--- config.mk ---
export PLATFORM = sky130hd
export DESIGN_NAME = pcc_pll_clock_ctrl
export DESIGN_NICKNAME = d
export VERILOG_FILES = /design/src/hdl/pcc_pkg.sv /design/src/hdl/pcc_pll_clock_ctrl.sv /design/src/hdl/pcc_lock_qual.sv /design/src/hdl/pcc_output_clock_pin_gen.sv
export SDC_FILE = /design/constraint.sdc
export NUM_CORES = 1
export LEC_CHECK = 0
export CAP_MARGIN = 20
export CORE_AREA = 2 2 101 103
export CTS_CLUSTER_DIAMETER = 30
export CTS_CLUSTER_SIZE = 24
export DETAILED_ROUTE_END_ITERATION = 8
export DIE_AREA = 0 0 103 105
export DONT_BUFFER_PORTS = 1
export GPL_TIMING_DRIVEN = 1
export HOLD_SLACK_MARGIN = 0.08
export RECOVER_POWER = 100
export SLEW_MARGIN = 0
export SYNTH_ARGS = -nofsm -noshare
export SYNTH_HDL_FRONTEND = slang
export SYNTH_SLANG_ARGS = --single-unit
--- constraint.sdc ---
create_clock -name i_clk -period 1.8 [get_ports i_clk]
set_clock_uncertainty 0.2 [all_clocks]
set_input_delay 0.36 -clock i_clk [delete_from_list [all_inputs] [get_ports i_clk]]
set_output_delay 0.36 -clock i_clk [all_outputs]
set_load 0.02 [all_outputs]
--- src/hdl/pcc_pkg.sv ---
package pcc_pkg;

    // register indices; byte address is four times the index
    localparam logic [5:0] IDX_DEN_HIGH   = 6'h01;
    localparam logic [5:0] IDX_DEN_LOW    = 6'h02;
    localparam logic [5:0] IDX_NUM_HIGH   = 6'h03;
    localparam logic [5:0] IDX_NUM_LOW    = 6'h04;
    localparam logic [5:0] IDX_INT_DIV    = 6'h05;
    localparam logic [5:0] IDX_LOCK       = 6'h06;
    localparam logic [5:0] IDX_CLK_SEL    = 6'h07;
    localparam logic [5:0] IDX_CONTROL    = 6'h10;
    localparam logic [5:0] IDX_IRQ_STATUS = 6'h11;
    localparam logic [5:0] IDX_IRQ_MASK   = 6'h12;

    // reset value and writable bits of each register
    localparam logic [7:0] REG_RESET      = 8'h00;
    localparam logic [7:0] INT_DIV_MASK   = 8'h7f;
    localparam logic [7:0] RATE_MASK      = 8'h07;
    localparam logic [7:0] CTL_MASK       = 8'h0f;
    localparam logic [7:0] IRQ_MASK       = 8'h03;

    // field positions
    localparam int MULT_LSB      = 3;
    localparam int MULT_MSB      = 6;
    localparam int DIV_LSB       = 1;
    localparam int DIV_MSB       = 2;
    localparam int TYPE_BIT      = 0;
    localparam int LOCK_BIT      = 0;
    localparam int CTL_PLL_EN    = 0;
    localparam int CTL_MAIN_EN   = 1;
    localparam int CTL_PIN_CLK   = 2;
    localparam int CTL_PDM_EN    = 3;
    localparam int IRQ_LOCK_UP   = 0;
    localparam int IRQ_LOCK_DOWN = 1;

    // output clock rate codes
    localparam logic [2:0] RATE_X2   = 3'h0;
    localparam logic [2:0] RATE_X1   = 3'h1;
    localparam logic [2:0] RATE_DIV2 = 3'h2;
    localparam logic [2:0] RATE_DIV4 = 3'h3;
    localparam logic [2:0] RATE_DIV8 = 3'h4;
    localparam logic [2:0] RATE_OFF  = 3'h7;

    // timing
    localparam int CLK_PERIOD_NS  = 8;
    localparam int CLK_HZ         = 125000000;
    localparam int MCLK_HZ        = 12288000;
    localparam int X2_HIGH_CYC    = (CLK_HZ / (4 * MCLK_HZ)) < 1 ? 1 : CLK_HZ / (4 * MCLK_HZ);
    localparam int LOCK_QUAL_NS   = 1000;
    localparam int LOCK_QUAL_CYC  = (LOCK_QUAL_NS + CLK_PERIOD_NS - 1) / CLK_PERIOD_NS;
    localparam logic [1:0] X2_HIGH_LOAD   = 2'(X2_HIGH_CYC - 1);
    localparam logic [7:0] LOCK_QUAL_LOAD = 8'(LOCK_QUAL_CYC - 1);

endpackage

--- src/hdl/pcc_pll_clock_ctrl.sv ---
`timescale 1ns/1ns
module pcc_pll_clock_ctrl
(
    // clock and reset
    input  wire logic        i_clk,
    input  wire logic        i_reset_n,
    // apb slave
    input  wire logic        i_psel,
    input  wire logic        i_penable,
    input  wire logic        i_pwrite,
    input  wire logic [7:0]  i_paddr,
    input  wire logic [31:0] i_pwdata,
    input  wire logic [3:0]  i_pstrb,
    output logic [31:0]      o_prdata,
    output logic             o_pready,
    output logic             o_pslverr,
    // analog pll side
    input  wire logic        i_pll_lock_raw,
    output logic [15:0]      o_pll_denominator,
    output logic [15:0]      o_pll_numerator,
    output logic [3:0]       o_pll_multiplier,
    output logic [1:0]       o_pll_input_div,
    output logic             o_pll_fractional,
    output logic             o_pll_power_en,
    output logic             o_pll_clk_en,
    output logic             o_main_clock_enable,
    output logic             o_pulse_density_output,
    // output clock
    input  wire logic        i_mclk,
    output logic             o_output_clock_pin,
    // interrupt
    output logic             o_irq
);

    typedef struct packed
    {
        logic [7:0]  den_hi;
        logic [7:0]  den_lo;
        logic [7:0]  num_hi;
        logic [7:0]  num_lo;
        logic [6:0]  int_div;
        logic [2:0]  output_clock_rate;
        logic [3:0]  ctl;
        logic [1:0]  status;
        logic [1:0]  mask;
        logic        lock_q;
        logic [31:0] prdata;
        logic        pready;
        logic        pslverr;
        logic        irq;
        logic        pll_clk_en;
        logic        clk_out_en;
    } pcc_state_t;

    pcc_state_t  st_ff;
    pcc_state_t  nxt_st;
    logic        locked;
    logic [5:0]  idx;
    logic        setup;
    logic        wr_acc;
    logic        rd_acc;
    logic [1:0]  events;

    function automatic logic is_mapped(input logic [7:0] addr);
        logic [5:0] a;
        a = addr[7:2];
        is_mapped = (addr[1:0] == 2'h0) &&
                    ((a >= pcc_pkg::IDX_DEN_HIGH && a <= pcc_pkg::IDX_CLK_SEL) ||
                     a == pcc_pkg::IDX_CONTROL || a == pcc_pkg::IDX_IRQ_STATUS ||
                     a == pcc_pkg::IDX_IRQ_MASK);
    endfunction

    function automatic logic [31:0] widen(input logic [7:0] v);
        widen = {24'h000000, v};
    endfunction

    assign idx    = i_paddr[7:2];
    assign setup  = i_psel & ~i_penable;
    assign wr_acc = i_psel & i_penable & st_ff.pready & i_pwrite & is_mapped(i_paddr) & i_pstrb[0];
    assign rd_acc = i_psel & i_penable & st_ff.pready & ~i_pwrite & is_mapped(i_paddr);
    assign events = {st_ff.lock_q & ~locked, locked & ~st_ff.lock_q};

    // lock is reported only while the pll is powered
    pcc_lock_qual u_lock_qual
    (
        .i_clk      (i_clk),
        .i_reset_n  (i_reset_n),
        .i_enable   (st_ff.ctl[pcc_pkg::CTL_PLL_EN]),
        .i_lock_raw (i_pll_lock_raw),
        .o_locked   (locked)
    );

    pcc_output_clock_pin_gen u_output_clock_pin_gen
    (
        .i_clk     (i_clk),
        .i_reset_n (i_reset_n),
        .i_mclk    (i_mclk),
        .i_enable  (st_ff.clk_out_en),
        .i_rate    (st_ff.output_clock_rate),
        .o_pin     (o_output_clock_pin)
    );

    always_comb
    begin
        nxt_st         = st_ff;
        nxt_st.lock_q  = locked;
        nxt_st.pready  = setup;
        nxt_st.pslverr = setup & ~is_mapped(i_paddr);
        // read data are captured in setup so that the access phase needs no wait state
        if (setup)
        begin
            unique case (idx)
                pcc_pkg::IDX_DEN_HIGH:   nxt_st.prdata = widen(st_ff.den_hi);
                pcc_pkg::IDX_DEN_LOW:    nxt_st.prdata = widen(st_ff.den_lo);
                pcc_pkg::IDX_NUM_HIGH:   nxt_st.prdata = widen(st_ff.num_hi);
                pcc_pkg::IDX_NUM_LOW:    nxt_st.prdata = widen(st_ff.num_lo);
                pcc_pkg::IDX_INT_DIV:    nxt_st.prdata = widen({1'b0, st_ff.int_div});
                pcc_pkg::IDX_LOCK:       nxt_st.prdata = widen({7'h00, st_ff.lock_q});
                pcc_pkg::IDX_CLK_SEL:    nxt_st.prdata = widen({5'h00, st_ff.output_clock_rate});
                pcc_pkg::IDX_CONTROL:    nxt_st.prdata = widen({4'h0, st_ff.ctl});
                pcc_pkg::IDX_IRQ_STATUS: nxt_st.prdata = widen({6'h00, st_ff.status});
                pcc_pkg::IDX_IRQ_MASK:   nxt_st.prdata = widen({6'h00, st_ff.mask});
                default:                 nxt_st.prdata = 32'h00000000;
            endcase
        end
        // setup writes are stored even while powered; keeping the order is up to software
        if (wr_acc)
        begin
            unique case (idx)
                pcc_pkg::IDX_DEN_HIGH: nxt_st.den_hi = i_pwdata[7:0];
                pcc_pkg::IDX_DEN_LOW:  nxt_st.den_lo = i_pwdata[7:0];
                pcc_pkg::IDX_NUM_HIGH: nxt_st.num_hi = i_pwdata[7:0];
                pcc_pkg::IDX_NUM_LOW:  nxt_st.num_lo = i_pwdata[7:0];
                pcc_pkg::IDX_INT_DIV:
                    nxt_st.int_div = i_pwdata[6:0] & pcc_pkg::INT_DIV_MASK[6:0];
                pcc_pkg::IDX_CLK_SEL:
                    nxt_st.output_clock_rate = i_pwdata[2:0] & pcc_pkg::RATE_MASK[2:0];
                pcc_pkg::IDX_CONTROL:  nxt_st.ctl = i_pwdata[3:0] & pcc_pkg::CTL_MASK[3:0];
                pcc_pkg::IDX_IRQ_MASK: nxt_st.mask = i_pwdata[1:0] & pcc_pkg::IRQ_MASK[1:0];
                // lock and status ignore writes
                default:               nxt_st.ctl = st_ff.ctl;
            endcase
        end
        // only bits that were reported are cleared, and a new event wins over the clear
        nxt_st.status = st_ff.status;
        if (rd_acc && idx == pcc_pkg::IDX_IRQ_STATUS)
        begin
            nxt_st.status = st_ff.status & ~st_ff.prdata[1:0];
        end
        nxt_st.status = nxt_st.status | events;
        nxt_st.irq    = |(nxt_st.status & nxt_st.mask);
        nxt_st.pll_clk_en = nxt_st.ctl[pcc_pkg::CTL_PLL_EN] &
                            nxt_st.ctl[pcc_pkg::CTL_MAIN_EN];
        // the two fastest rates are dropped while pulse-density output runs
        nxt_st.clk_out_en = nxt_st.ctl[pcc_pkg::CTL_PIN_CLK] &
                            ~(nxt_st.ctl[pcc_pkg::CTL_PDM_EN] &
                              (nxt_st.output_clock_rate == pcc_pkg::RATE_X2 ||
                               nxt_st.output_clock_rate == pcc_pkg::RATE_X1));
    end

    always_ff @(posedge i_clk or negedge i_reset_n)
    begin
        if (!i_reset_n)
        begin
            st_ff <= '0;
        end
        else
        begin
            st_ff <= nxt_st;
        end
    end

    assign o_prdata               = st_ff.prdata;
    assign o_pready               = st_ff.pready;
    assign o_pslverr              = st_ff.pslverr;
    assign o_irq                  = st_ff.irq;
    assign o_pll_denominator      = {st_ff.den_hi, st_ff.den_lo};
    assign o_pll_numerator        = {st_ff.num_hi, st_ff.num_lo};
    assign o_pll_multiplier       = st_ff.int_div[pcc_pkg::MULT_MSB:pcc_pkg::MULT_LSB];
    assign o_pll_input_div        = st_ff.int_div[pcc_pkg::DIV_MSB:pcc_pkg::DIV_LSB];
    assign o_pll_fractional       = st_ff.int_div[pcc_pkg::TYPE_BIT];
    assign o_pll_power_en         = st_ff.ctl[pcc_pkg::CTL_PLL_EN];
    assign o_pll_clk_en           = st_ff.pll_clk_en;
    assign o_main_clock_enable    = st_ff.ctl[pcc_pkg::CTL_MAIN_EN];
    assign o_pulse_density_output = st_ff.ctl[pcc_pkg::CTL_PDM_EN];

    property p_den_store;
        @(posedge i_clk) disable iff (!i_reset_n)
        (wr_acc && idx == pcc_pkg::IDX_DEN_HIGH) |=>
            (o_pll_denominator[15:8] == $past(i_pwdata[7:0]));
    endproperty
    a_den_store: assert property (p_den_store)
        else $error("denominator high byte not stored");

    property p_num_store;
        @(posedge i_clk) disable iff (!i_reset_n)
        (wr_acc && idx == pcc_pkg::IDX_NUM_LOW) |=> (o_pll_numerator[7:0] == $past(i_pwdata[7:0]));
    endproperty
    a_num_store: assert property (p_num_store)
        else $error("numerator low byte not stored");

    property p_mult_store;
        @(posedge i_clk) disable iff (!i_reset_n)
        (wr_acc && idx == pcc_pkg::IDX_INT_DIV) |=>
            (o_pll_multiplier == $past(i_pwdata[6:3]) && o_pll_fractional == $past(i_pwdata[0]));
    endproperty
    a_mult_store: assert property (p_mult_store)
        else $error("multiplier or mode not stored");

    property p_div_store;
        @(posedge i_clk) disable iff (!i_reset_n)
        (wr_acc && idx == pcc_pkg::IDX_INT_DIV) |=> (o_pll_input_div == $past(i_pwdata[2:1]));
    endproperty
    a_div_store: assert property (p_div_store)
        else $error("input divider not stored");

    property p_lock_read;
        @(posedge i_clk) disable iff (!i_reset_n)
        (setup && !i_pwrite && idx == pcc_pkg::IDX_LOCK && i_paddr[1:0] == 2'h0) |=>
            (o_pready && o_prdata == {31'h00000000, $past(st_ff.lock_q)});
    endproperty
    a_lock_read: assert property (p_lock_read)
        else $error("lock read data wrong");

    property p_reserved_zero;
        @(posedge i_clk) disable iff (!i_reset_n)
        (o_pready && !i_pwrite && idx == pcc_pkg::IDX_INT_DIV) |-> (o_prdata[31:7] == 25'h0000000);
    endproperty
    a_reserved_zero: assert property (p_reserved_zero)
        else $error("reserved bits read nonzero");

    property p_power_off;
        @(posedge i_clk) disable iff (!i_reset_n)
        $fell(o_pll_power_en) |-> (!o_pll_clk_en ##1 !o_pll_clk_en ##1 !st_ff.lock_q);
    endproperty
    a_power_off: assert property (p_power_off)
        else $error("pll clock or lock remained after power off");

    property p_rate_off;
        @(posedge i_clk) disable iff (!i_reset_n)
        (st_ff.output_clock_rate == pcc_pkg::RATE_OFF)[*3] |-> !o_output_clock_pin;
    endproperty
    a_rate_off: assert property (p_rate_off)
        else $error("output clock not low when off");

    property p_pin_mode;
        @(posedge i_clk) disable iff (!i_reset_n)
        (!st_ff.ctl[pcc_pkg::CTL_PIN_CLK])[*3] |-> !o_output_clock_pin;
    endproperty
    a_pin_mode: assert property (p_pin_mode)
        else $error("output clock active outside clock mode");

    property p_pdm_fast;
        @(posedge i_clk) disable iff (!i_reset_n)
        (o_pulse_density_output && st_ff.output_clock_rate <= pcc_pkg::RATE_X1)[*3]
            |-> !o_output_clock_pin;
    endproperty
    a_pdm_fast: assert property (p_pdm_fast)
        else $error("fast rate produced with pulse-density output");

    property p_irq_level;
        @(posedge i_clk) disable iff (!i_reset_n)
        $rose(locked) |=>
            (st_ff.status[pcc_pkg::IRQ_LOCK_UP] && (o_irq == st_ff.mask[0] || st_ff.mask[1]));
    endproperty
    a_irq_level: assert property (p_irq_level)
        else $error("lock event not recorded");

    property p_den_low_store;
        @(posedge i_clk) disable iff (!i_reset_n)
        (wr_acc && idx == pcc_pkg::IDX_DEN_LOW) |=>
            (o_pll_denominator[7:0] == $past(i_pwdata[7:0]));
    endproperty
    a_den_low_store: assert property (p_den_low_store)
        else $error("denominator low byte not stored");

    property p_num_high_store;
        @(posedge i_clk) disable iff (!i_reset_n)
        (wr_acc && idx == pcc_pkg::IDX_NUM_HIGH) |=>
            (o_pll_numerator[15:8] == $past(i_pwdata[7:0]));
    endproperty
    a_num_high_store: assert property (p_num_high_store)
        else $error("numerator high byte not stored");

    property p_rate_store;
        @(posedge i_clk) disable iff (!i_reset_n)
        (wr_acc && idx == pcc_pkg::IDX_CLK_SEL) |=>
            (st_ff.output_clock_rate == $past(i_pwdata[2:0]));
    endproperty
    a_rate_store: assert property (p_rate_store)
        else $error("rate code not stored");

    property p_lock_needs_power;
        @(posedge i_clk) disable iff (!i_reset_n)
        !o_pll_power_en |=> !locked;
    endproperty
    a_lock_needs_power: assert property (p_lock_needs_power)
        else $error("lock reported while pll unpowered");

    property p_pll_clk_gate;
        @(posedge i_clk) disable iff (!i_reset_n)
        o_pll_clk_en == (o_pll_power_en && o_main_clock_enable);
    endproperty
    a_pll_clk_gate: assert property (p_pll_clk_gate)
        else $error("pll clock enable does not match power and main enable");

    property p_x1_follow;
        @(posedge i_clk) disable iff (!i_reset_n)
        (st_ff.clk_out_en && st_ff.output_clock_rate == pcc_pkg::RATE_X1) |=>
            (o_output_clock_pin == $past(i_mclk));
    endproperty
    a_x1_follow: assert property (p_x1_follow)
        else $error("output clock does not follow master clock");

    property p_slverr;
        @(posedge i_clk) disable iff (!i_reset_n)
        (setup && !is_mapped(i_paddr)) |=>
            (o_pready && o_pslverr);
    endproperty
    a_slverr: assert property (p_slverr)
        else $error("unmapped access not refused");

    property p_undef_read;
        @(posedge i_clk) disable iff (!i_reset_n)
        (o_pready && !i_pwrite) |-> (o_prdata[31:8] == 24'h000000);
    endproperty
    a_undef_read: assert property (p_undef_read)
        else $error("undefined read bits nonzero");

    property p_pready_pulse;
        @(posedge i_clk) disable iff (!i_reset_n)
        o_pready |=> !o_pready;
    endproperty
    a_pready_pulse: assert property (p_pready_pulse)
        else $error("ready held longer than one cycle");

    property p_irq_masked;
        @(posedge i_clk) disable iff (!i_reset_n)
        o_irq == (|(st_ff.status & st_ff.mask));
    endproperty
    a_irq_masked: assert property (p_irq_masked)
        else $error("interrupt level does not match masked status");

endmodule

--- src/hdl/pcc_lock_qual.sv ---
`timescale 1ns/1ns
module pcc_lock_qual
(
    // clock and reset
    input  wire logic i_clk,
    input  wire logic i_reset_n,
    // control and raw lock
    input  wire logic i_enable,
    input  wire logic i_lock_raw,
    // qualified lock
    output logic      o_locked
);

    typedef struct packed
    {
        logic [7:0] cnt;
        logic       locked;
    } pcc_lq_state_t;

    pcc_lq_state_t st_ff;
    pcc_lq_state_t nxt_st;

    // lock must hold steadily before it is reported, so a glitching detector cannot flap the flag
    always_comb
    begin
        nxt_st = st_ff;
        if (!i_enable || !i_lock_raw)
        begin
            nxt_st.cnt    = pcc_pkg::LOCK_QUAL_LOAD;
            nxt_st.locked = 1'b0;
        end
        else if (st_ff.cnt != 8'h00)
        begin
            nxt_st.cnt = st_ff.cnt - 8'h01;
        end
        else
        begin
            nxt_st.locked = 1'b1;
        end
    end

    always_ff @(posedge i_clk or negedge i_reset_n)
    begin
        if (!i_reset_n)
        begin
            st_ff <= '{cnt: pcc_pkg::LOCK_QUAL_LOAD, locked: 1'b0};
        end
        else
        begin
            st_ff <= nxt_st;
        end
    end

    assign o_locked = st_ff.locked;

endmodule

--- src/hdl/pcc_output_clock_pin_gen.sv ---
`timescale 1ns/1ns
module pcc_output_clock_pin_gen
(
    // clock and reset
    input  wire logic       i_clk,
    input  wire logic       i_reset_n,
    // master clock level, sampled on i_clk
    input  wire logic       i_mclk,
    // control
    input  wire logic       i_enable,
    input  wire logic [2:0] i_rate,
    // pin
    output logic            o_pin
);

    typedef struct packed
    {
        logic       mclk_q;
        logic [1:0] div_cnt;
        logic [1:0] pulse_cnt;
        logic       tog;
        logic       pin;
    } pcc_cg_state_t;

    pcc_cg_state_t st_ff;
    pcc_cg_state_t nxt_st;
    logic          rise;
    logic          edge_any;

    function automatic logic due(input logic [1:0] cnt, input logic [1:0] need);
        due = ((cnt & need) == need);
    endfunction

    assign rise     = i_mclk & ~st_ff.mclk_q;
    assign edge_any = i_mclk ^ st_ff.mclk_q;

    // the doubled rate is a short pulse on each master edge; duty is not 50 percent
    always_comb
    begin
        nxt_st        = st_ff;
        nxt_st.mclk_q = i_mclk;
        if (rise)
        begin
            nxt_st.div_cnt = st_ff.div_cnt + 2'h1;
        end
        if (!i_enable)
        begin
            nxt_st.div_cnt   = 2'h0;
            nxt_st.pulse_cnt = 2'h0;
            nxt_st.tog       = 1'b0;
            nxt_st.pin       = 1'b0;
        end
        else
        begin
            unique case (i_rate)
                pcc_pkg::RATE_X2:
                begin
                    nxt_st.pulse_cnt = edge_any ? pcc_pkg::X2_HIGH_LOAD :
                                       (st_ff.pulse_cnt != 2'h0) ? st_ff.pulse_cnt - 2'h1 : 2'h0;
                    nxt_st.pin       = edge_any | (st_ff.pulse_cnt != 2'h0);
                end
                pcc_pkg::RATE_X1:
                begin
                    nxt_st.pin = i_mclk;
                end
                pcc_pkg::RATE_DIV2, pcc_pkg::RATE_DIV4, pcc_pkg::RATE_DIV8:
                begin
                    if (rise && due(st_ff.div_cnt, (i_rate == pcc_pkg::RATE_DIV2) ? 2'h0 :
                                    (i_rate == pcc_pkg::RATE_DIV4) ? 2'h1 : 2'h3))
                    begin
                        nxt_st.tog = ~st_ff.tog;
                    end
                    nxt_st.pin = nxt_st.tog;
                end
                default:
                begin
                    nxt_st.tog = 1'b0;
                    nxt_st.pin = 1'b0;
                end
            endcase
        end
    end

    always_ff @(posedge i_clk or negedge i_reset_n)
    begin
        if (!i_reset_n)
        begin
            st_ff <= '0;
        end
        else
        begin
            st_ff <= nxt_st;
        end
    end

    assign o_pin = st_ff.pin;

endmodule

==> impl_metrics.sql <==
INSERT INTO impl_metrics (metric_group, metric, value, unit) VALUES
('outcome', 'run_status', 'complete, but fails checks', ''),
('outcome', 'failed_checks', 'hold timing, setup timing', ''),
('synth', 'synthDominantAreaCellType', 'dfrtp_1', ''),
('sta', 'finalHoldViolCount', '80', ''),
('grt', 'grt_pass1_wl', '15.4', 'mm'),
('sta', 'clock.fmax', '522', 'MHz'),
('place', 'detailedPlacementHpwl', '6.83', 'mm'),
('power', 'total_leakage_power', '2.16', 'nW'),
('die', 'top_level_ports', '130', ''),
('drt', 'drt_pass1_iterations', '4', ''),
('sta', 'setup_viol_count_final', '46', ''),
('job', 'timing.max_cap.violations', '0', ''),
('place', 'finalWeightedCongestion', '0.791', ''),
('synth', 'flop_and_latch_count_out_of_synthesis', '80', ''),
('die', 'core-area', '0.00964', 'mm^2'),
('grt', 'grt_usage', '18.8', '%'),
('die', 'placement_rows', '36', ''),
('drt', 'routed_wire_length_per_instance', '17.7', 'um'),
('critical_path', 'worst_r2r_startpoint', 'o_pready', ''),
('place', 'port-buffer-count', '0', ''),
('die', 'die_width', '103', 'um'),
('synth', 'syn_area', '0.00430', 'mm^2'),
('critical_path', 'critical_path.max_stage_delay', '0.39', 'ns'),
('grt', 'grt_overflow', '0', ''),
('worst_hold_path', 'holdCritPathClass', 'input port to asynchronous set/reset pin', ''),
('drt', 'drt-total-wl', '9.54', 'mm'),
('critical_path', 'critPathSlowestCell', 'or3_4', ''),
('critical_path', 'crit_chain', 'nand4_1 > or3_4 > and2b_2 > mux2_4 > a21boi_2', ''),
('synth', 'netlist_top_cells_area', 'dfrtp_1 (44%), mux2_2 (14%), buf_4 (12%), dfstp_2 (3.1%), nand2_1 (2.6%)', ''),
('power', 'clock_power_share', '39.1', '%'),
('grt', 'grt_antenna_before_repair', '0', ''),
('cts', 'cts_num_sinks', '80', ''),
('synth', 'synth.yosys.seq_area_share', '46.7', '%'),
('cts', 'cts_max_path_buffers', '2', ''),
('cells_and_area', 'finish.utilization', '48.6', '%'),
('cells_and_area', 'post_route_cells_drive_above_1_share', '29.4', '%'),
('die', 'initial_utilization', '44.6', '%'),
('drt', 'drt_drc_violations_left', '0', ''),
('synth', 'number_of_enable_type_register_cells_in_the_synthesized_netlist', '0', ''),
('grt', 'grt_pass1_vias', '2833', ''),
('sta', 'hold_slack', '-0.504', 'ns'),
('drt', 'drt.antenna.violating_nets', '0', ''),
('sta', 'grt_setup_unrepaired', 'true', ''),
('power', 'sw_share', '21.8', '%'),
('critical_path', 'endpoint_type_of_the_worst_setup_path', 'flop', ''),
('power', 'comb_power_share', '5.3', '%'),
('grt', 'largest_net_degree_at_the_start_of_global_routing', '81', ''),
('critical_path', 'crit_type', 'flop to flop', ''),
('synth', 'synthesized_instance_count', '396', ''),
('synth', 'postSynthAreaPerCell', '10.9', 'um^2'),
('cts', 'holdBufCountCts', '10', ''),
('power', 'pwr_density_cell', '695', 'mW/mm^2'),
('place', 'post-place-cells', '510', ''),
('cts', 'cts_tree', 'done', ''),
('critical_path', 'critical_path.startpoint_type', 'flop', ''),
('sta', 'postLayoutSetupSlackWorst', '-0.115', 'ns'),
('synth', 'ys_types', '56', ''),
('power', 'max-vdd-ir-drop', '0.392', 'mV'),
('cells_and_area', 'numnets_final', '454', ''),
('synth', 'ys_dominant_reg_cell', 'dfrtp_1', ''),
('critical_path', 'worstPathArrival', '1.96', 'ns'),
('critical_path', 'cp.required', '1.84', 'ns'),
('power', 'cell_internal_pwr', '2.55', 'mW'),
('sta', 'final.setup.tns', '-2.79', 'ns'),
('synth', 'netlist.area_leader.share', '43.6', '%'),
('drt', 'iteration_0_drc_markers', '128', ''),
('synth', 'yosys.cell_count.top_type', 'dfrtp_1', ''),
('cts', 'tritoncts.num_buffers', '9', ''),
('synth', 'synth_commonest_cells', 'dfrtp_1 (75), buf_4 (71), mux2_2 (53), nand2_1 (30), nor2_1 (24)', ''),
('synth', 'asyncSetResetFlopFracSynth', '100', '%'),
('die', 'die_area', '0.0108', 'mm^2');
==> path summary, 6_finish.rpt <==
kind,cells after the start,slack [ns],endpoint
max reg2reg,5,-0.11,st_ff[0]
max in group asynchronous,0,1.70,u_lock_qual.st_ff[6]
max,5,-0.11,st_ff[0]
min,0,-0.50,o_pll_multiplier[2]
min reg2reg,0,0.18,st_ff[37]
min in group i_clk,3,0.11,st_ff[0]
==> cell usage in the layout, fill, tap and decap left out, types with 4 or more instances in the layout <==
cell type	instances
nor2_1	23
mux2i_1	9
a21oi_1	13
nand2_8	5
dfrtp_1	75
dfstp_2	5
a22o_1	4
clkbuf_8	10
inv_1	9
conb_1	24
mux2_4	8
buf_4	20
o21ai_0	8
a211oi_1	4
nand2b_1	6
nand2_1	24
o21ai_1	6
a22oi_1	7
dlygate4sd3_1	10
mux2_2	46
clkbuf_1	18
==> power by group through the flow <==
| stage | registers (mW) | clock network, mW | logic, mW |
|---|---|---|---|
| finish | 1.81 | 1.27 | 0.173 |
| global route | 1.81 | 1.38 | 0.189 |
| global placement | 1.85 | 0 | 0.134 |
| CTS | 1.81 | 1.33 | 0.171 |
| floorplan | 1.85 | 0 | 0.169 |
| detailed placement | 1.85 | 0 | 0.134 |
==> kinds of logic (layout without fill, tap and decap cells) <==
group,Yosys count,after routing,share of synthesized area (%)
buffers and inverters,88,74,14.0
AOI/OAI and AO/OA,60,60,9.37
and+or+nand+nor,96,96,11.6
other,1,25,0.0872
muxes,63,63,16.3
DFF,80,80,46.7
xor gates and xnor gates,5,5,1.02
adders and majority gates,3,3,0.873
==> per-stage QoR <==
stage | instance area (um^2) | hold slack, ns | worst slack [ns] | power [mW]
CTS | 4700 | -0.524 | -0.125 | 3.31
detailed placement | 4350 | -0.135 | -0.367 | 1.98
floorplan | 4480 | -0.136 | -0.312 | 2.01
finish | 4690 | -0.504 | -0.115 | 3.26
global route | 4690 | -0.525 | -0.178 | 3.39
global placement | 4350 | -0.134 | -0.372 | 1.98
==> layer usage <==
| metal | global-route usage [%] | vias up | share of wire, % |
|---|---|---|---|
| li1 | - | 1310 | - |
| met1 | 24.8 | 1396 | 43 |
| met2 | 27.4 | 83 | 46 |
| met3 | 6.56 | 15 | 8.6 |
| met4 | 8.74 | 0 | 2.3 |
| met5 | 0 | - | 0 |
==> critical path, delay by kind of cell, from the launching register on <==
family           cells  cell delay [ns]
AO/OA/AOI/OAI        1             0.15
flip-flops           1             0.35
multiplexers         1             0.32
AND/OR/NAND/NOR      3             0.79
==> sequential cells by signal, indices dropped and copies added, names as in the netlist, 2 cells and up <==
register                      count
u_output_clock_pin_gen.st_ff      6
o_pll_denominator                16
o_pll_multiplier                  4
o_pll_input_div                   2
u_lock_qual.st_ff                 8
o_prdata                          8
o_pll_numerator                  16
st_ff                            10
==> cell type report <==
cell class                 instances  area, um^2
antenna                            1        2.50
clock buffer                      15         156
clock inverter                     1        30.0
fill                             900        4950
inverter                           9        33.8
multi-input combinational        251        1930
sequential                        80        2010
tap                              133         166
timing repair buffer              49         362
==> repair_timing <==
action	4_1_cts	5_1_grt
endpoints found under the hold margin	140	80
buffers inserted	1	1
endpoints found under the setup margin	46	55
gates resized for setup	9	15
pin swaps	4	2
Note: power is estimated with default switching activity, not from simulation.
